[config.mk]
export PLATFORM = sky130hd
export DESIGN_NAME = fcd_decoder
export DESIGN_NICKNAME = d
export VERILOG_FILES = /design/src/hdl/fcd_pkg.sv /design/src/hdl/fcd_buf_mem.sv /design/src/hdl/fcd_decoder.sv
export SDC_FILE = /design/constraint.sdc
export NUM_CORES = 1
export LEC_CHECK = 0
export BUFFER_PORTS_ARGS = -buffer_cell sky130_fd_sc_hd__buf_2
export CORE_AREA = 2 2 293 295
export CTS_BUF_LIST = sky130_fd_sc_hd__clkbuf_8
export DETAILED_ROUTE_END_ITERATION = 8
export DIE_AREA = 0 0 295 297
export MAX_ROUTING_LAYER = met4
export SLEW_MARGIN = 25
export SYNTH_ARGS = -nofsm -noshare
export SYNTH_HDL_FRONTEND = slang
export SYNTH_HIERARCHICAL = 1
export SYNTH_SLANG_ARGS = --single-unit
[constraint.sdc]
create_clock -name aclk -period 9.65 [get_ports aclk]
set_input_delay 0.965 -clock aclk [delete_from_list [all_inputs] [get_ports aclk]]
set_output_delay 0.965 -clock aclk [all_outputs]
set_load 0.005 [all_outputs]
[src/hdl/fcd_pkg.sv]
/*
 * Shared constants and types of the flash command decoder: command codes,
 * register offsets, status word bit positions, reset values, timing.
 * Assumes a 200 MHz clock and a 32-bit AXI4-Lite register bus.
 */
package fcd_pkg;
	localparam logic [7:0] CMD_READ_ARRAY = 8'hFF;
	localparam logic [7:0] CMD_READ_STATUS = 8'h70;
	localparam logic [7:0] CMD_READ_ID = 8'h90;
	localparam logic [7:0] CMD_QUERY = 8'h98;
	localparam logic [7:0] CMD_CLEAR = 8'h50;
	localparam logic [7:0] CMD_PROG = 8'h40;
	localparam logic [7:0] CMD_PROG_ALT = 8'h10;
	localparam logic [7:0] CMD_BUF_PROG = 8'hE8;
	localparam logic [7:0] CMD_CONFIRM = 8'hD0;
	localparam logic [7:0] CMD_FACTORY_BURST_PROGRAMMING = 8'h80;
	localparam logic [7:0] CMD_ERASE = 8'h20;
	localparam logic [7:0] CMD_LOCK_SETUP = 8'h60;
	localparam logic [7:0] CMD_LOCK = 8'h01;
	localparam logic [7:0] CMD_LOCKDOWN = 8'h2F;
	localparam logic [7:0] CMD_OTP = 8'hC0;
	localparam logic [7:0] CMD_SET_RCR = 8'h03;
	localparam logic [7:0] CMD_SUSPEND = 8'hB0;

	localparam logic [7:0] OFS_CMD_ADDR = 8'h00;
	localparam logic [7:0] OFS_CMD_DATA = 8'h04;
	localparam logic [7:0] OFS_READ_DATA = 8'h08;
	localparam logic [7:0] OFS_STATE = 8'h0C;
	localparam logic [7:0] OFS_RCR = 8'h10;

	localparam int SR_READY = 7;
	localparam int SR_ESUSP = 6;
	localparam int SR_ERASE_ERR = 5;
	localparam int SR_PROG_ERR = 4;
	localparam int SR_VPP = 3;
	localparam int SR_PSUSP = 2;
	localparam int SR_LOCKED = 1;
	localparam int SR_FACTORY_BURST_PROGRAMMING = 0;
	localparam int RCR_SYNC = 15;

	localparam logic [15:0] RCR_RST = 16'h0000;
	localparam logic [7:0] SNAP_RST = 8'h80;
	localparam logic LOCK_RST = 1'h0;
	localparam logic [3:0] PIN_IDLE = 4'h7;

	localparam int BLK_LO = 17;
	localparam int BLK_W = 4;
	localparam int BLOCKS = 16;
	localparam int BUF_AW = 5;
	localparam int BUF_WORDS = 32;

	localparam int CLK_PERIOD_NS = 5;
	localparam int OP_TIME_NS = 100;
	localparam logic [7:0] OP_CYCLES =
		8'((OP_TIME_NS + CLK_PERIOD_NS - 1) / CLK_PERIOD_NS);

	localparam logic [7:0] ID_LOCK_OFS = 8'h02;
	localparam logic [7:0] ID_RCR_OFS = 8'h05;
	localparam logic [7:0] QRY_OFS = 8'h10;
	localparam logic [23:0] QRY_TEXT = 24'h515259;

	localparam logic [1:0] RESP_OKAY = 2'h0;
	localparam logic [1:0] RESP_SLVERR = 2'h2;

	typedef enum logic [1:0] {
		RD_ARRAY = 2'b00,
		RD_STATUS = 2'b01,
		RD_ID = 2'b10,
		RD_QUERY = 2'b11
	} fcd_rmode_e;

	typedef enum logic [2:0] {
		P_NONE = 3'b000,
		P_PROG = 3'b001,
		P_ERASE = 3'b010,
		P_BUFCNT = 3'b011,
		P_BUFDATA = 3'b100,
		P_FACTORY_BURST_PROGRAMMING = 3'b101,
		P_LOCK = 3'b110,
		P_OTP = 3'b111
	} fcd_pend_e;

	typedef enum logic [2:0] {
		W_IDLE = 3'b000,
		W_PROG = 3'b001,
		W_ERASE = 3'b010,
		W_BUFPROG = 3'b011,
		W_OTP = 3'b100,
		W_FACTORY_BURST_PROGRAMMING = 3'b101,
		W_PSUSP = 3'b110,
		W_ESUSP = 3'b111
	} fcd_wsm_e;
endpackage

[src/hdl/fcd_buf_mem.sv]
/*
 * Program buffer of the flash command decoder: 32 words of 16 bits,
 * one write port, registered read data.
 * Assumes writer and reader share aclk.
 */
`timescale 1ns/10ps
module fcd_buf_mem (
	input logic aclk,
	input logic wr_en,
	input logic [fcd_pkg::BUF_AW-1:0] wr_addr,
	input logic [15:0] wr_data,
	input logic [fcd_pkg::BUF_AW-1:0] rd_addr,
	output logic [15:0] rd_data
);
	logic [15:0] mem [fcd_pkg::BUF_WORDS];

	always_ff @(posedge aclk)
	begin
		if (wr_en)
			mem[wr_addr] <= wr_data;
	end

	always_ff @(posedge aclk)
	begin
		rd_data <= mem[rd_addr];
	end
endmodule

[src/hdl/fcd_decoder.sv]
/*
 * Flash command decoder: takes command cycles over AXI4-Lite, runs the
 * write state machine, keeps status word, lock table and read config.
 * Assumes pins ce_n, oe_n, address_valid_n, vpp_low are asynchronous;
 * arr_rdata and op_fail come from array logic on aclk.
 */
`timescale 1ns/10ps
module fcd_decoder (
	input logic aclk,
	input logic aresetn,
	input logic [7:0] s_axi_awaddr,
	input logic s_axi_awvalid,
	output logic s_axi_awready,
	input logic [31:0] s_axi_wdata,
	input logic [3:0] s_axi_wstrb,
	input logic s_axi_wvalid,
	output logic s_axi_wready,
	output logic [1:0] s_axi_bresp,
	output logic s_axi_bvalid,
	input logic s_axi_bready,
	input logic [7:0] s_axi_araddr,
	input logic s_axi_arvalid,
	output logic s_axi_arready,
	output logic [31:0] s_axi_rdata,
	output logic [1:0] s_axi_rresp,
	output logic s_axi_rvalid,
	input logic s_axi_rready,
	input logic ce_n,
	input logic oe_n,
	input logic address_valid_n,
	input logic vpp_low,
	input logic [15:0] arr_rdata,
	input logic op_fail,
	output logic arr_we,
	output logic arr_erase,
	output logic arr_otp,
	output logic [23:0] arr_addr,
	output logic [15:0] arr_wdata
);

	logic [7:0] awaddr_q;
	logic [31:0] wdata_q;
	logic [3:0] wstrb_q;
	logic [23:0] cmd_addr_q;
	logic [15:0] rcr_q;
	logic [7:0] err_q, err_set, snap_q, status_live;
	logic [3:0] pin_s1_q, pin_s2_q, pin_prev_q, fall;
	logic wr_go, cmd_fire, toggle, vpp_s, busy, start, done;
	logic [7:0] cd;
	logic [31:0] rd_word;
	logic [15:0] read_val, id_val;
	logic [7:0] qry;
	fcd_pkg::fcd_pend_e pend_q, pend_d;
	fcd_pkg::fcd_rmode_e rmode_q, rmode_d;
	fcd_pkg::fcd_wsm_e wsm_q, susp_from_q, go_kind;
	logic go, seq_err, clr_err, lk_set, lk_down, lk_clr, rcr_ld;
	logic buf_wr, susp, resume, factory_burst_programming_wr, factory_burst_programming_exit, lk_abort;
	logic [fcd_pkg::BLOCKS-1:0] locked_q, down_q;
	logic [fcd_pkg::BLK_W-1:0] blk;
	logic [5:0] left_q, idx_q;
	logic [4:0] last_q, wr_idx_q, rd_idx_q;
	logic rd_pend_q;
	logic [7:0] cnt_q;
	logic [23:0] op_addr_q;
	logic [15:0] buf_rdata;

	function automatic logic mapped(input logic [7:0] a);
		return a == fcd_pkg::OFS_CMD_ADDR || a == fcd_pkg::OFS_CMD_DATA ||
			a == fcd_pkg::OFS_READ_DATA || a == fcd_pkg::OFS_STATE ||
			a == fcd_pkg::OFS_RCR;
	endfunction

	// ***********************************************
	// AXI4-Lite write channel
	// ***********************************************
	assign wr_go = !s_axi_awready && !s_axi_wready && !s_axi_bvalid;
	assign cmd_fire = wr_go && awaddr_q == fcd_pkg::OFS_CMD_DATA;
	assign cd = wdata_q[7:0];
	assign blk = cmd_addr_q[fcd_pkg::BLK_LO +: fcd_pkg::BLK_W];

	always_ff @(posedge aclk)
	begin
		if (!aresetn)
		begin
			s_axi_awready <= 1'h1;
			s_axi_wready <= 1'h1;
			s_axi_bvalid <= 1'h0;
			s_axi_bresp <= fcd_pkg::RESP_OKAY;
			awaddr_q <= 8'h00;
			wdata_q <= 32'h00000000;
			wstrb_q <= 4'h0;
		end
		else
		begin
			if (s_axi_awvalid && s_axi_awready)
			begin
				s_axi_awready <= 1'h0;
				awaddr_q <= s_axi_awaddr;
			end
			if (s_axi_wvalid && s_axi_wready)
			begin
				s_axi_wready <= 1'h0;
				wdata_q <= s_axi_wdata;
				wstrb_q <= s_axi_wstrb;
			end
			if (wr_go)
			begin
				s_axi_bvalid <= 1'h1;
				s_axi_bresp <= mapped(awaddr_q) ? fcd_pkg::RESP_OKAY :
					fcd_pkg::RESP_SLVERR;
			end
			if (s_axi_bvalid && s_axi_bready)
			begin
				s_axi_bvalid <= 1'h0;
				s_axi_awready <= 1'h1;
				s_axi_wready <= 1'h1;
			end
		end
	end

	always_ff @(posedge aclk)
	begin
		if (!aresetn)
			cmd_addr_q <= 24'h000000;
		else if (wr_go && awaddr_q == fcd_pkg::OFS_CMD_ADDR)
			for (int i = 0; i < 3; i++)
				if (wstrb_q[i])
					cmd_addr_q[8*i +: 8] <= wdata_q[8*i +: 8];
	end

	// ***********************************************
	// AXI4-Lite read channel
	// ***********************************************
	always_comb
	begin
		id_val = 16'h0000;
		if (cmd_addr_q[7:0] == fcd_pkg::ID_RCR_OFS)
			id_val = rcr_q;
		else if (cmd_addr_q[7:0] == fcd_pkg::ID_LOCK_OFS)
			id_val = {14'h0000, down_q[blk], locked_q[blk]};
		case (cmd_addr_q[7:0])
			fcd_pkg::QRY_OFS: qry = fcd_pkg::QRY_TEXT[23:16];
			fcd_pkg::QRY_OFS + 8'h01: qry = fcd_pkg::QRY_TEXT[15:8];
			fcd_pkg::QRY_OFS + 8'h02: qry = fcd_pkg::QRY_TEXT[7:0];
			default: qry = 8'h00;
		endcase
		unique case (rmode_q)
			fcd_pkg::RD_ARRAY: read_val = arr_rdata;
			fcd_pkg::RD_STATUS: read_val = {8'h00, snap_q};
			fcd_pkg::RD_ID: read_val = id_val;
			fcd_pkg::RD_QUERY: read_val = {8'h00, qry};
		endcase
		case (s_axi_araddr)
			fcd_pkg::OFS_CMD_ADDR: rd_word = {8'h00, cmd_addr_q};
			fcd_pkg::OFS_READ_DATA: rd_word = {16'h0000, read_val};
			fcd_pkg::OFS_STATE: rd_word = {14'h0000, rmode_q, 1'h0, pend_q,
				1'h0, wsm_q, status_live};
			fcd_pkg::OFS_RCR: rd_word = {16'h0000, rcr_q};
			default: rd_word = 32'h00000000;
		endcase
	end

	always_ff @(posedge aclk)
	begin
		if (!aresetn)
		begin
			s_axi_arready <= 1'h1;
			s_axi_rvalid <= 1'h0;
			s_axi_rdata <= 32'h00000000;
			s_axi_rresp <= fcd_pkg::RESP_OKAY;
		end
		else
		begin
			if (s_axi_arvalid && s_axi_arready)
			begin
				s_axi_arready <= 1'h0;
				s_axi_rvalid <= 1'h1;
				s_axi_rdata <= rd_word;
				s_axi_rresp <= mapped(s_axi_araddr) ? fcd_pkg::RESP_OKAY :
					fcd_pkg::RESP_SLVERR;
			end
			if (s_axi_rvalid && s_axi_rready)
			begin
				s_axi_rvalid <= 1'h0;
				s_axi_arready <= 1'h1;
			end
		end
	end

	// ***********************************************
	// Pin synchronisers and status word snapshot
	// ***********************************************
	always_ff @(posedge aclk)
	begin
		if (!aresetn)
		begin
			pin_s1_q <= fcd_pkg::PIN_IDLE;
			pin_s2_q <= fcd_pkg::PIN_IDLE;
			pin_prev_q <= fcd_pkg::PIN_IDLE;
		end
		else
		begin
			pin_s1_q <= {vpp_low, address_valid_n, oe_n, ce_n};
			pin_s2_q <= pin_s1_q;
			pin_prev_q <= pin_s2_q;
		end
	end

	assign fall = pin_prev_q & ~pin_s2_q;
	assign vpp_s = pin_s2_q[3];
	assign toggle = fall[0] | (rcr_q[fcd_pkg::RCR_SYNC] ? fall[2] : fall[1]);
	assign busy = wsm_q inside {fcd_pkg::W_PROG, fcd_pkg::W_ERASE,
		fcd_pkg::W_BUFPROG, fcd_pkg::W_OTP, fcd_pkg::W_FACTORY_BURST_PROGRAMMING};

	always_comb
	begin
		status_live = err_q;
		status_live[fcd_pkg::SR_READY] = !busy;
		status_live[fcd_pkg::SR_ESUSP] = wsm_q == fcd_pkg::W_ESUSP;
		status_live[fcd_pkg::SR_PSUSP] = wsm_q == fcd_pkg::W_PSUSP;
		status_live[fcd_pkg::SR_FACTORY_BURST_PROGRAMMING] = wsm_q == fcd_pkg::W_FACTORY_BURST_PROGRAMMING;
	end

	always_ff @(posedge aclk)
	begin
		if (!aresetn)
			snap_q <= fcd_pkg::SNAP_RST;
		else if (toggle)
			snap_q <= status_live;
	end

	// ***********************************************
	// Command decode
	// ***********************************************
	always_comb
	begin
		pend_d = pend_q;
		rmode_d = rmode_q;
		go = 1'h0;
		go_kind = fcd_pkg::W_PROG;
		{seq_err, clr_err, lk_set, lk_down, lk_clr, rcr_ld} = 6'h00;
		{buf_wr, susp, resume, factory_burst_programming_wr, factory_burst_programming_exit, lk_abort} = 6'h00;
		if (cmd_fire)
		begin
			unique case (pend_q)
				fcd_pkg::P_PROG, fcd_pkg::P_ERASE, fcd_pkg::P_FACTORY_BURST_PROGRAMMING,
				fcd_pkg::P_OTP:
				begin
					pend_d = fcd_pkg::P_NONE;
					rmode_d = fcd_pkg::RD_STATUS;
					if (pend_q == fcd_pkg::P_OTP)
						go = 1'h1;
					else if (pend_q != fcd_pkg::P_PROG && cd != fcd_pkg::CMD_CONFIRM)
						seq_err = 1'h1;
					else if (pend_q == fcd_pkg::P_FACTORY_BURST_PROGRAMMING)
						go = 1'h1;
					else if (locked_q[blk])
						lk_abort = 1'h1;
					else
						go = 1'h1;
					go_kind = pend_q == fcd_pkg::P_OTP ? fcd_pkg::W_OTP :
						pend_q == fcd_pkg::P_FACTORY_BURST_PROGRAMMING ? fcd_pkg::W_FACTORY_BURST_PROGRAMMING :
						pend_q == fcd_pkg::P_ERASE ? fcd_pkg::W_ERASE :
						fcd_pkg::W_PROG;
				end
				fcd_pkg::P_BUFCNT:
					pend_d = fcd_pkg::P_BUFDATA;
				fcd_pkg::P_BUFDATA:
				begin
					if (left_q != 6'h00)
						buf_wr = 1'h1;
					else
					begin
						pend_d = fcd_pkg::P_NONE;
						go_kind = fcd_pkg::W_BUFPROG;
						if (cd != fcd_pkg::CMD_CONFIRM)
							seq_err = 1'h1;
						else if (locked_q[blk])
							lk_abort = 1'h1;
						else
							go = 1'h1;
					end
				end
				fcd_pkg::P_LOCK:
				begin
					pend_d = fcd_pkg::P_NONE;
					rmode_d = fcd_pkg::RD_STATUS;
					case (cd)
						fcd_pkg::CMD_LOCK: lk_set = 1'h1;
						fcd_pkg::CMD_LOCKDOWN: lk_down = 1'h1;
						fcd_pkg::CMD_CONFIRM: lk_clr = !down_q[blk];
						fcd_pkg::CMD_SET_RCR:
						begin
							rcr_ld = 1'h1;
							rmode_d = fcd_pkg::RD_ARRAY;
						end
						default: seq_err = 1'h1;
					endcase
				end
				fcd_pkg::P_NONE:
				begin
					if (wsm_q == fcd_pkg::W_FACTORY_BURST_PROGRAMMING)
					begin
						factory_burst_programming_wr = blk == op_addr_q[fcd_pkg::BLK_LO +: fcd_pkg::BLK_W];
						factory_burst_programming_exit = !factory_burst_programming_wr;
					end
					else if (busy)
					begin
						if (cd == fcd_pkg::CMD_READ_STATUS)
							rmode_d = fcd_pkg::RD_STATUS;
						susp = cd == fcd_pkg::CMD_SUSPEND &&
							wsm_q != fcd_pkg::W_OTP;
					end
					else
						case (cd)
							fcd_pkg::CMD_READ_ARRAY: rmode_d = fcd_pkg::RD_ARRAY;
							fcd_pkg::CMD_READ_STATUS: rmode_d = fcd_pkg::RD_STATUS;
							fcd_pkg::CMD_READ_ID: rmode_d = fcd_pkg::RD_ID;
							fcd_pkg::CMD_QUERY: rmode_d = fcd_pkg::RD_QUERY;
							fcd_pkg::CMD_CLEAR: clr_err = 1'h1;
							fcd_pkg::CMD_CONFIRM: resume = wsm_q != fcd_pkg::W_IDLE;
							fcd_pkg::CMD_LOCK_SETUP: pend_d = fcd_pkg::P_LOCK;
							default:
								if (wsm_q == fcd_pkg::W_IDLE)
								begin
									if (cd == fcd_pkg::CMD_PROG || cd == fcd_pkg::CMD_PROG_ALT)
										pend_d = fcd_pkg::P_PROG;
									else if (cd == fcd_pkg::CMD_BUF_PROG)
										pend_d = fcd_pkg::P_BUFCNT;
									else if (cd == fcd_pkg::CMD_FACTORY_BURST_PROGRAMMING)
										pend_d = fcd_pkg::P_FACTORY_BURST_PROGRAMMING;
									else if (cd == fcd_pkg::CMD_ERASE)
										pend_d = fcd_pkg::P_ERASE;
									else if (cd == fcd_pkg::CMD_OTP)
										pend_d = fcd_pkg::P_OTP;
								end
						endcase
				end
			endcase
		end
	end

	assign start = go && !vpp_s;

	always_ff @(posedge aclk)
	begin
		if (!aresetn)
		begin
			pend_q <= fcd_pkg::P_NONE;
			rmode_q <= fcd_pkg::RD_ARRAY;
		end
		else
		begin
			pend_q <= pend_d;
			rmode_q <= rmode_d;
		end
	end

	// ***********************************************
	// Error bits, lock table, read configuration
	// ***********************************************
	always_comb
	begin
		err_set = 8'h00;
		if (seq_err)
			{err_set[fcd_pkg::SR_ERASE_ERR], err_set[fcd_pkg::SR_PROG_ERR]} = 2'h3;
		if (lk_abort)
			err_set[fcd_pkg::SR_LOCKED] = 1'h1;
		if (go && vpp_s)
			err_set[fcd_pkg::SR_VPP] = 1'h1;
		if (lk_abort || (go && vpp_s))
			err_set[go_kind == fcd_pkg::W_ERASE ? fcd_pkg::SR_ERASE_ERR :
				fcd_pkg::SR_PROG_ERR] = 1'h1;
		if (done && op_fail)
			err_set[wsm_q == fcd_pkg::W_ERASE ? fcd_pkg::SR_ERASE_ERR :
				fcd_pkg::SR_PROG_ERR] = 1'h1;
	end

	always_ff @(posedge aclk)
	begin
		if (!aresetn)
			err_q <= 8'h00;
		else
			err_q <= (clr_err ? 8'h00 : err_q) | err_set;
	end

	for (genvar b = 0; b < fcd_pkg::BLOCKS; b++)
	begin : g_lock
		always_ff @(posedge aclk)
		begin
			if (!aresetn)
			begin
				locked_q[b] <= fcd_pkg::LOCK_RST;
				down_q[b] <= 1'h0;
			end
			else if (blk == b)
			begin
				if (lk_set || lk_down)
					locked_q[b] <= 1'h1;
				else if (lk_clr)
					locked_q[b] <= 1'h0;
				if (lk_down)
					down_q[b] <= 1'h1;
			end
		end
	end

	always_ff @(posedge aclk)
	begin
		if (!aresetn)
			rcr_q <= fcd_pkg::RCR_RST;
		else if (rcr_ld)
			rcr_q <= cmd_addr_q[15:0];
	end

	// ***********************************************
	// Write state machine and program buffer
	// ***********************************************
	assign done = (wsm_q inside {fcd_pkg::W_PROG, fcd_pkg::W_ERASE,
		fcd_pkg::W_OTP} && cnt_q == 8'h00 && !susp) ||
		(wsm_q == fcd_pkg::W_BUFPROG && idx_q > {1'h0, last_q} &&
		!rd_pend_q && !susp);

	always_ff @(posedge aclk)
	begin
		if (!aresetn)
		begin
			wsm_q <= fcd_pkg::W_IDLE;
			susp_from_q <= fcd_pkg::W_IDLE;
			cnt_q <= 8'h00;
			idx_q <= 6'h00;
		end
		else
			unique case (wsm_q)
				fcd_pkg::W_IDLE:
					if (start)
					begin
						wsm_q <= go_kind;
						cnt_q <= fcd_pkg::OP_CYCLES;
						idx_q <= 6'h00;
					end
				fcd_pkg::W_PROG, fcd_pkg::W_ERASE, fcd_pkg::W_OTP,
				fcd_pkg::W_BUFPROG:
					if (susp)
					begin
						wsm_q <= wsm_q == fcd_pkg::W_ERASE ? fcd_pkg::W_ESUSP :
							fcd_pkg::W_PSUSP;
						susp_from_q <= wsm_q;
					end
					else if (done)
						wsm_q <= fcd_pkg::W_IDLE;
					else
					begin
						if (cnt_q != 8'h00)
							cnt_q <= cnt_q - 8'h01;
						if (idx_q <= {1'h0, last_q})
							idx_q <= idx_q + 6'h01;
					end
				fcd_pkg::W_FACTORY_BURST_PROGRAMMING:
					if (factory_burst_programming_exit)
						wsm_q <= fcd_pkg::W_IDLE;
				fcd_pkg::W_PSUSP, fcd_pkg::W_ESUSP:
					if (resume)
						wsm_q <= susp_from_q;
			endcase
	end

	always_ff @(posedge aclk)
	begin
		if (!aresetn)
		begin
			left_q <= 6'h00;
			last_q <= 5'h00;
			wr_idx_q <= 5'h00;
			op_addr_q <= 24'h000000;
			rd_pend_q <= 1'h0;
			rd_idx_q <= 5'h00;
		end
		else
		begin
			if (cmd_fire && pend_q == fcd_pkg::P_BUFCNT)
			begin
				left_q <= {1'h0, cd[4:0]} + 6'h01;
				last_q <= cd[4:0];
				wr_idx_q <= 5'h00;
			end
			else if (buf_wr)
			begin
				left_q <= left_q - 6'h01;
				wr_idx_q <= wr_idx_q + 5'h01;
			end
			if (buf_wr && wr_idx_q == 5'h00)
				op_addr_q <= cmd_addr_q;
			else if (start && go_kind != fcd_pkg::W_BUFPROG)
				op_addr_q <= cmd_addr_q;
			rd_pend_q <= wsm_q == fcd_pkg::W_BUFPROG && !susp &&
				idx_q <= {1'h0, last_q};
			rd_idx_q <= idx_q[4:0];
		end
	end

	fcd_buf_mem u_buf (
		.aclk(aclk),
		.wr_en(buf_wr),
		.wr_addr(wr_idx_q),
		.wr_data(wdata_q[15:0]),
		.rd_addr(idx_q[4:0]),
		.rd_data(buf_rdata)
	);

	// ***********************************************
	// Array strobes
	// ***********************************************
	always_ff @(posedge aclk)
	begin
		if (!aresetn)
		begin
			arr_we <= 1'h0;
			arr_erase <= 1'h0;
			arr_otp <= 1'h0;
			arr_addr <= 24'h000000;
			arr_wdata <= 16'h0000;
		end
		else
		begin
			arr_we <= (start && go_kind == fcd_pkg::W_PROG) || factory_burst_programming_wr ||
				rd_pend_q;
			arr_erase <= start && go_kind == fcd_pkg::W_ERASE;
			arr_otp <= start && go_kind == fcd_pkg::W_OTP;
			arr_addr <= cmd_addr_q;
			if (start || factory_burst_programming_wr)
				arr_wdata <= wdata_q[15:0];
			if (rd_pend_q)
			begin
				arr_addr <= op_addr_q + {19'h00000, rd_idx_q};
				arr_wdata <= buf_rdata;
			end
		end
	end
endmodule

==> metrics.md, run 1 <==
| Metric | Value |
|---|---|
| Largest net degree at the start of global routing | 115 |
| Hold depth | 2 |
| Pins Over Slew Limit | 0 |
| Worst Setup EP | u_buf/mem[17][7] |
| Type of the worst setup path | flop to flop |
| Setup_tns | 0 ns |
| Synth unique cells | between 80 and 90 |
| Final core utilization | 44.4% |
| Starting DRT DRC Count | approximately 1,900 |
| Via count | around 23,000 |
| Commonest cells in the netlist | edfxtp_1, mux2i_1, dfxtp_1, nand2_1, a21oi_1 |
| Remaining antenna violation count | 0 |
| Gpl congestion | 0.890 |
| PwrDens | 204 nW/µm² |
| Final Skew | between 0.02 and 0.03 ns |
| Synthesized instance count | 2,705 |
| Pleak | approximately 13 nW |
| Aggregate global routing overflow | 0 |
| H-tree Lvls | 4 |
| Nets | 2,970 |
| RSZ-0062 raised after global routing | no |
| Startpoint types | flop |
| DP Wirelength | ~55,000 µm |
| Post-cts resize count | 0 |
| Finish-stage setup viols | 0 |
| # port buffers | roughly 140 |
| CP max FO | 10 |
| Area grow syn2layout | 12.3% |
| Max Freq | 248 MHz |
| Syn_area_per_cell | 12.4 µm² |
| Drt first pass iters | 6 |
| Seq cells post-synth | roughly 800 |
| Status | complete, no violations |
| Detailed Route WL | slightly below 90,000 µm |
| Clock net sink count | 803 |
| Ports | 164 |
| CTS root buf | clkbuf_8 |
| Endpoint class of the critical path | flop |
| Largest cells by area after synthesis | edfxtp_1, dfxtp_1, mux2i_1 |
| Later-pin clock latency in the skew report | 0.77 ns |
| Ys Warns | 6 |
| Largest area contributor in the netlist | edfxtp_1 |
| VDD IR max | 0.152 mV |
| Worst-path clk slew | about 0.060 ns |
| Vias in the first global route | 22,200 |
| Final hold vios | 0 |
| Worst hold path type | input port to flop |
| Ys flop type | edfxtp_1 |
| Max_cap viols | 0 |
| Die area | slightly below 90,000 µm² |
| Max_slew headroom | 27.2% |
| CP required | roughly 10 ns |
| Die Span Y | 297 µm |
| CTS tree | yes |
| DRC | 0 |
| TritonCTS buffer count | 133 |
| Share of layout cells above drive strength 1 | 14.4% |
| Per-cell routed wire length | 21.6 µm |
| Register area share after synthesis | 63.4% |
| Row Count | 107 |
| Reg2reg start | awaddr_q[6] |
| Top-area cell type share of the netlist area | a little under half |
| Worst reg2reg path endpoint | u_buf/mem[17][7] |
| Initial antenna violation count | 4 |
| Hold_buf cts | 0 |
| Final cycle utilization of the critical path | between 40% and 50% |
| Mapped cell area | approximately 33,000 µm² |
| Global-route wire length before repair | about 130,000 µm |
| Worst-margin pin slew | 1.08 ns |
| Max Root-Sink Buffers | 3 |
| Setup slack, reg-to-reg | 5.62 ns |
| Setup Fix Bufs, Post-CTS | 0 |
| Post-synth EDFFs | 512 |
| Worst Reg-to-Reg Cells | 7 |
| Critical path origin | awaddr_q[6] |
| Post-synth ARST share | 0% |
| Core area | 84,500 µm² |
| Vias per std cell | 5.48 |
| Chip width | a little under 300 µm |
| Fin crit period | 4.03 ns |
| Initial Util | 39.6% |
| Total GRT Usage | 20.8% |
| Count leader, synth | edfxtp_1 |
| Arr. time, crit path | around 4.5 ns |
==> metal layers <==
metal / share of wire (%) / wire [µm] / up-vias / global-route usage, %
met4: 1.8 / 1630 / 0 / 5.99
met5: 0 / 0 / - / -
met2: 48 / 42500 / 763 / 32.7
met1: 44 / 39000 / 11200 / 27.7
met3: 6.5 / 5740 / 123 / 3.36
li1: - / - / 10400 / -
==> sequential cells by signal (all words and copies together) (netlist names), 4 cells and up <==
| name | cells |
|---|---|
| u_buf/mem | 512 |
| arr_addr | 24 |
| cmd_addr_q | 24 |
| op_addr_q | 24 |
| s_axi_rdata | 24 |
| wdata_q | 24 |
| arr_wdata | 16 |
| down_q | 16 |
| locked_q | 16 |
| rcr_q | 16 |
| u_buf/rd_data | 16 |
| awaddr_q | 8 |
| cnt_q | 8 |
| snap_q | 8 |
| idx_q | 6 |
| left_q | 6 |
| last_q | 5 |
| rd_idx_q | 5 |
| wr_idx_q | 5 |
| err_q | 4 |
| pin_s1_q | 4 |
| pin_s2_q | 4 |
==> final cells by class <==
| type | count | area (µm²) |
|---|---|---|
| clock buffers | 149 | 2050 |
| fillers | 7738 | 46900 |
| inverters | 30 | 118 |
| clock inverters | 79 | 402 |
| repair buffers | 213 | 1240 |
| well taps | 1144 | 1430 |
| flip-flops and latches | 803 | 21200 |
| diodes | 2 | 5.00 |
| multi-input cells | 1688 | 11100 |
==> critical path, stage by stage (launching register included) <==
cell and delay [ns]:
dfxtp_1 0.32, nor4_2 0.42, nor2b_1 0.26, nand3_1 0.30, nor3_1 0.92, nand3b_1 0.53
nor2_1 0.64, buf_4 0.32
==> logic make-up (layout without fill, tap and decap cells) <==
family	count (synthesis)	in the layout	synth area share (%)
flip-flops	803	803	63.4
buffers and inverters	223	471	3.64
other	1	12	0.0112
XOR/XNOR	42	42	1.10
adder cells (fa/ha/maj)	21	21	0.808
multiplexers	307	307	9.55
AO/OA/AOI/OAI	538	538	10.4
AND/OR/NAND/NOR	770	770	11.0
==> placed cells by master, fill, tap and decap left out, drive strengths merged, types with 8 or more instances in the layout <==
cell type,instances
a211oi,32
a21oi,183
a221o,9
a221oi,11
a22o,35
a22oi,69
a31oi,24
and2,16
and3,19
buf,213
clkbuf,149
clkinv,25
conb,10
dfxtp,291
edfxtp,512
ha,20
inv,77
mux2i,296
mux4,9
nand2,258
nand2b,21
nand3,127
nand3b,8
nand4,25
nor2,162
nor2b,23
nor3,39
nor4,11
nor4b,8
o211ai,11
o21a,21
o21ai,88
or2,8
or3,17
xnor2,24
xor2,18
==> worst min path at each step <==
stage	from	end	slack, ns
2_1_floorplan	pin_s1_q[0]	pin_s2_q[0]	0.39
3_3_place_gp	pin_s1_q[2]	pin_s2_q[2]	0.40
3_5_place_dp	pin_s1_q[2]	pin_s2_q[2]	0.40
4_1_cts	address_valid_n	pin_s1_q[2]	0.34
5_1_grt	vpp_low	pin_s1_q[3]	0.39
6_report	address_valid_n	pin_s1_q[2]	0.40
==> report_power, final <==
part	internal [W]	switching [W]
logic	0.000464	0.000640
clock network	0.00148	0.00131
registers	0.00370	0.0000826
total	0.00564	0.00203
==> through the flow <==
step	hold slack [ns]	total power [W]	worst slack, ns	cell area, µm²	cells
3_5_place_dp	0.398	0.00495	5.60	35100	3878
2_1_floorplan	0.386	0.00475	6.45	33500	2714
4_1_cts	0.336	0.00774	5.59	37500	4106
3_3_place_gp	0.400	0.00493	5.71	35100	3878
5_1_grt	0.390	0.00799	5.39	37500	4107
6_report	0.404	0.00768	5.62	37500	4108
Power figures use the tool's default switching activity.
==> inputs of run 2 (changes only) <==
clock period = 3.5 ns   (was 9.65 ns; I/O delays follow)
==> metrics.md, run 2 (same netlist as run 1, synthesis figures left out) <==
| Metric | Value |
|---|---|
| Status | complete, no violations |
| DR WL met2 | 43,000 µm (+1.2%) |
| Clock net sink count | 803 (unchanged) |
| Worst-margin pin slew | 0.980 ns (-0.105 ns) |
| Initial Util | 39.6% (unchanged) |
| CTS tree | yes |
| Worst Reg-to-Reg Cells | 6 (-1) |
| DP Wirelength | 57,300 µm (+4.8%) |
| Gpl congestion | 0.890 (about the same) |
| Nets | 3,103 (+4.5%) |
| Via count | 23,100 (+2.9%) |
| Max Freq | 308 MHz (+24%) |
| Hold slack | 0.0911 ns (-0.313 ns) |
| Sw frac | 26.7% (+0.24 points) |
| Chip width | 295 µm (unchanged) |
| CTS root buf | clkbuf_8 |
| Vias per std cell | 5.44 (-0.62%) |
| Row Count | 107 (unchanged) |
| RSZ-0062 raised after global routing | no |
| Largest stage delay on the critical path | 0.76 ns (-0.16 ns) |
| Delay-heaviest family, CP | multiplexers |
| Final Skew | 0.0468 ns (+0.0190 ns) |
| Ports | 164 (unchanged) |
| Worst-path cell chain | mux4_2 > mux4_2 > a221o_1 > o211ai_1 > dlygate4sd3_1 > a211oi_1 |
| # port buffers | 144 (unchanged) |
| VDD IR max | 0.444 mV (+190%) |
| Highest metal used | met4 |
| Core area | 84,500 µm² (unchanged) |
| P_sw | 0.00578 W (+180%) |
| Max Root-Sink Buffers | 3 (unchanged) |
| Final core utilization | 46.2% (+1.7 points) |
| CP Depth | 6 (-1) |
| Worst hold path type | input port to flop |
| H-tree Lvls | 4 (unchanged) |
| Pins Over Slew Limit | 0 (unchanged) |
| Area grow syn2layout | 16.6% |
| Later-pin clock latency in the skew report | 0.81 ns (+0.04 ns) |
| Max_slew headroom | 34.5% (+7.3 points) |
| Worst reg2reg path endpoint | s_axi_rdata[1] |
| Reg2reg start | cmd_addr_q[17] |
| TritonCTS buffer count | 135 (+1.5%) |
| Aggregate global routing overflow | 0 (unchanged) |
| Finish-stage setup viols | 0 (unchanged) |
| Final hold vios | 0 (unchanged) |
| Crit-path slowest cell | dfxtp_1 |
| Die Span Y | 297 µm (unchanged) |
| Detailed Route WL | 90,300 µm (+1.5%) |
| Setup slack, reg-to-reg | 0.26 ns (-5.37 ns) |
| Reg power frac | 48.0% (-1.3 points) |
| Type of the worst setup path | flop to flop |
| Per-cell routed wire length | 21.2 µm (-1.9%) |
| PwrDens | 555 nW/µm² (+170%) |
| Vias in the first global route | 23,200 (+4.8%) |
| Top cell by count, worst path | mux4_2 |
| Total GRT Usage | 21.1% (+0.36 points) |
| Drt first pass iters | 6 (unchanged) |
| Worst-path clk slew | 0.06 ns (about the same) |
| Largest net degree at the start of global routing | 144 (+25%) |
| Post-Route M1 WL | 39,500 µm (+1.2%) |
| Clock power frac | 37.1% (+0.7 points) |
| Critical path origin | cmd_addr_q[17] |
| Pleak | 13.6 nW (+5.4%) |
| Fin crit period | 3.24 ns (-0.784 ns) |
| Die area | 87,600 µm² (unchanged) |
| Endpoint class of the critical path | flop |
| Detail Route met3 WL | 5730 µm (-0.28%) |
| Most common cell after layout, fill and taps aside | edfxtp_1 |
| Largest register FFs | 512 (unchanged) |
| Share of layout cells above drive strength 1 | 16.0% (+1.6 points) |
| Setup_tns | 0 ns (unchanged) |
| Startpoint types | flop |
| Most frequent cells in the layout | edfxtp_1, mux2i_1, dfxtp_1, nand2_1, a21oi_1 |
| Max_cap viols | 0 (unchanged) |
| Setup Fix Bufs, Post-CTS | 0 (unchanged) |
| Starting DRT DRC Count | 1,988 (+5.6%) |
| Worst Setup EP | s_axi_rdata[1] |
| DRC | 0 (unchanged) |
| WP buf/inv | 1 (unchanged) |
| Initial antenna violation count | 2 (-2) |
| Remaining antenna violation count | 0 (unchanged) |
| CP max FO | 13 (+3) |
| Tot Pwr | 0.0216 W (+180%) |
| Global-route wire length before repair | 137,000 µm (+2.3%) |
| CP required | 4.16 ns (-5.94 ns) |
| Combinational power share | 15.0% (+0.6 points) |
| Top reg by flops | u_buf/mem |
| Final cycle utilization of the critical path | 92.6% (+51 points) |
| Int Pwr | 0.0159 W (+180%) |
| Arr. time, crit path | 3.90 ns (-0.58 ns) |
run 2: cell types whose count changed in the layout (fill, tap and decap cells not counted), sizes merged:
cell         change
clkinvlp         -1
clkinv           +3
diode            +2
bufinv           +1
inv              +7
buf             +54
clkbuf           +1
dlygate4sd3     +77
run 2: routing by layer:
metal	vias up	track usage (%)
met3	166	3.97
met2	831	33.1
li1	10700	-
met5	-	-
met4	0	6.71
met1	11500	27.7
run 2: worst min path at each step:
stage | from | to | slack (ns) | depth (start not counted)
finish | s_axi_araddr[3] | s_axi_rdata[7] | 0.09 | 5
global route | s_axi_araddr[4] | s_axi_rdata[3] | 0.13 | 5
CTS | s_axi_araddr[3] | s_axi_rdata[7] | 0.03 | 5
detailed placement | pin_s1_q[0] | pin_s2_q[0] | 0.40 | 1
global placement | pin_s1_q[0] | pin_s2_q[0] | 0.40 | 1
floorplan | pin_s1_q[0] | pin_s2_q[0] | 0.39 | 1
run 2: repair_timing:
item | in CTS | in global routing
endpoints found under the hold margin | 71 | 0
hold buffers | 77 | 0
gates resized for setup | 0 | 0
run 2: through the flow:
stage                     setup WS, ns  cells  cell area [µm²]
after CTS                        0.328   4247            39000
after global placement           0.433   3931            35600
after floorplan                  0.302   2714            33500
final                            0.258   4252            39000
after global routing             0.201   4249            39000
after detailed placement         0.410   3931            35600
run 2: worst register-to-register path, stage by stage, from the launching register on:
cell	delay (ns)
dfxtp_1	0.76
mux4_2	0.63
mux4_2	0.53
a221o_1	0.39
o211ai_1	0.12
dlygate4sd3_1	0.60
a211oi_1	0.07
run 2: layout make-up:
cell class	instances	area, µm²
inverters	30	118
fillers	7624	45500
repair buffers	344	2550
diodes	4	10.0
multi-input cells	1688	11100
clock inverters	89	529
flip-flops and latches	803	21200
well taps	1144	1430
clock buffers	150	2060
run 2: power groups by stage:
| stage | logic (W) | registers [W] | clock network [W] |
|---|---|---|---|
| after CTS | 0.00322 | 0.0104 | 0.00821 |
| after global routing | 0.00350 | 0.0104 | 0.00864 |
| after global placement | 0.00308 | 0.0106 | 0 |
| final | 0.00324 | 0.0104 | 0.00802 |
| after floorplan | 0.00257 | 0.0105 | 0 |
| after detailed placement | 0.00315 | 0.0106 | 0 |
==> inputs of run 3 (changes only) <==
CORE_AREA = 2 2 289 291   (was 2 2 293 295)
DIE_AREA = 0 0 291 293   (was 0 0 295 297)
SYNTH_HIERARCHICAL = unset   (was 1)
==> metrics.md, run 3 <==
| Metric | Value |
|---|---|
| Largest net degree at the start of global routing | 66 (-54%) |
| CTS tree | yes |
| Chip width | 291 µm (-1.4%) |
| Top reg by flops | u_buf.mem |
| Most frequent cells in the layout | edfxtp_1, dfxtp_1, nand2_1, nor2_1, mux4_2 |
| Ys flop type | edfxtp_1 |
| Count leader, synth | edfxtp_1 |
| Worst hold path type | input port to flop |
| Post-synth ARST share | 0% (unchanged) |
| TritonCTS buffer count | 136 (+0.74%) |
| Largest area contributor in the netlist | edfxtp_1 |
| Synth unique cells | 72 (-15%) |
| Max_slew headroom | 34.0% (-0.50 points) |
| Row Count | 105 (-1.9%) |
| VDD IR max | 0.404 mV (-9.1%) |
| CP max FO | 16 (+3) |
| Final hold vios | 0 (unchanged) |
| Synthesized instance count | 2,350 (-13%) |
| Gpl congestion | 0.879 (-1.2%) |
| Arr. time, crit path | 3.86 ns (-0.04 ns) |
| Starting DRT DRC Count | 1,920 (-3.4%) |
| Most common cell after layout, fill and taps aside | edfxtp_1 |
| Seq cells post-synth | 803 (unchanged) |
| Type of the worst setup path | flop to flop |
| Finish-stage setup viols | 0 (unchanged) |
| Post-Route M1 WL | 37,200 µm (-5.7%) |
| Vias in the first global route | 21,400 (-7.7%) |
| Largest cells by area after synthesis | edfxtp_1, dfxtp_1, mux4_2 |
| Ys Warns | 0 (-6) |
| Worst-margin pin slew | 0.990 ns (+0.00992 ns) |
| Highest metal used | met4 |
| Initial antenna violation count | 2 (unchanged) |
| Max Freq | 314 MHz (+1.7%) |
| Ports | 164 (unchanged) |
| H-tree Lvls | 4 (unchanged) |
| Clock net sink count | 803 (unchanged) |
| Max Root-Sink Buffers | 3 (unchanged) |
| Die area | 85,300 µm² (-2.7%) |
| DRC | 0 (unchanged) |
| PwrDens | 560 nW/µm² (+0.89%) |
| CP required | 4.17 ns (about the same) |
| Core area | 81,800 µm² (-3.1%) |
| Fin crit period | 3.19 ns (-0.0540 ns) |
| Mapped cell area | 32,700 µm² (-2.3%) |
| Endpoint class of the critical path | flop |
| RSZ-0062 raised after global routing | no |
| Commonest cells in the netlist | edfxtp_1, dfxtp_1, nand2_1, nor2_1, mux4_2 |
| Register area share after synthesis | 64.9% (+1.5 points) |
| Remaining antenna violation count | 0 (unchanged) |
| Placed instance area | 35,000 µm² (-1.6%) |
| Nets | 2,765 (-11%) |
| Fin area | 38,500 µm² (-1.3%) |
| Status | complete, no violations |
| Share of layout cells above drive strength 1 | 23.0% (+7.0 points) |
| Later-pin clock latency in the skew report | 0.80 ns (about the same) |
| Vias per std cell | 5.52 (+1.3%) |
| CTS root buf | clkbuf_8 |
| # port buffers | 144 (unchanged) |
| Post-cts resize count | 0 (unchanged) |
| Detail Route met3 WL | 4690 µm (-18%) |
| Area grow syn2layout | 17.8% |
| Worst-path clk slew | 0.06 ns (about the same) |
| Final Skew | 0.0555 ns (+0.00869 ns) |
| Detailed Route WL | 86,900 µm (-3.8%) |
| Largest register FFs | 512 (unchanged) |
| Final cycle utilization of the critical path | 91.1% (-1.5 points) |
| DR WL met2 | 42,400 µm (-1.5%) |
| Drt first pass iters | 7 (+1) |
| Aggregate global routing overflow | 0 (unchanged) |
| Global-route wire length before repair | 131,000 µm (-4.4%) |
| Via count | 21,100 (-8.7%) |
| Pleak | 13.3 nW (-2.0%) |
| Syn_area_per_cell | 13.9 µm² (+12%) |
| Top-area cell type share of the netlist area | 47.1% (+1.1 points) |
| Initial Util | 39.9% (+0.34 points) |
| Pins Over Slew Limit | 0 (unchanged) |
| Total GRT Usage | 21.0% (-0.15 points) |
| Per-cell routed wire length | 22.7 µm (+6.7%) |
| Hold slack | 0.140 ns (+0.0486 ns) |
| Setup_tns | 0 ns (unchanged) |
| Max_cap viols | 0 (unchanged) |
| DP Wirelength | 55,300 µm (-3.5%) |
| Post-synth EDFFs | 512 (unchanged) |
| Die Span Y | 293 µm (-1.3%) |
| Startpoint types | flop |
## run 3: through the flow
step	power [W]	setup WS, ns	utilization [%]	instances
floorplan	0.0127	0.0422	-	2359
global placement	0.0135	0.336	42.8	3515
detailed placement	0.0135	0.294	42.8	3515
CTS	0.0218	0.338	47.0	3831
global route	0.0224	0.145	47.0	3833
finish	0.0215	0.312	47.0	3833
## run 3: cells by family (layout without fill, tap and decap cells)
| kind of cell | Yosys count | in the layout | synth area share, % |
|---|---|---|---|
| flip-flops | 803 | 803 | 64.9 |
| other | 1 | 12 | 0.0115 |
| XOR/XNOR | 46 | 46 | 1.23 |
| AO/OA/AOI/OAI | 356 | 356 | 6.71 |
| buffers and inverters | 202 | 604 | 2.50 |
| adder cells (fa/ha/maj) | 23 | 23 | 0.904 |
| multiplexers | 258 | 258 | 14.5 |
| AND/OR/NAND/NOR | 661 | 661 | 9.31 |
## run 3: final timing paths
check	startpoint	endpoint	slack [ns]	cells past startpoint
worst max-delay path	cmd_addr_q[17]	locked_q[2]	0.31	5
worst min-delay path	op_fail	err_q[5]	0.14	5
worst max register to register	cmd_addr_q[17]	locked_q[2]	0.31	5
worst min register to register	pin_s1_q[0]	pin_s2_q[0]	0.42	1
## run 3: worst max-delay path: stages, from the launching register on
cell     delay [ns]
dfxtp_1        0.68
mux4_2         0.58
mux4_2         0.53
or4b_1         0.79
o41ai_1        0.42
a21oi_1        0.11
## run 3: layout make-up
class / count / area (µm²)
antenna: 2 / 5.00
timing repair buffer: 329 / 2410
sequential: 803 / 21200
clock buffer: 154 / 2120
inverter: 38 / 148
multi-input combinational: 1354 / 10700
tap: 1070 / 1340
fill: 7098 / 43400
clock inverter: 83 / 548
## run 3: routing by layer
layer / vias up / track usage, %
li1: 9513 / -
met3: 157 / 3.31
met4: 0 / 7.47
met5: - / -
met1: 10800 / 27.0
met2: 711 / 33.8
## run 3: power breakdown
group	total, W	internal [W]	switching, W
sequential	0.0104	0.0102	0.000177
combinational	0.00297	0.00146	0.00151
clock	0.00817	0.00431	0.00386
total	0.0215	0.0160	0.00554
## run 3: timing repair
item,in CTS,in global routing
hold buffers,79,0
hold endpoints to repair,65,0
buffers inserted,0,0
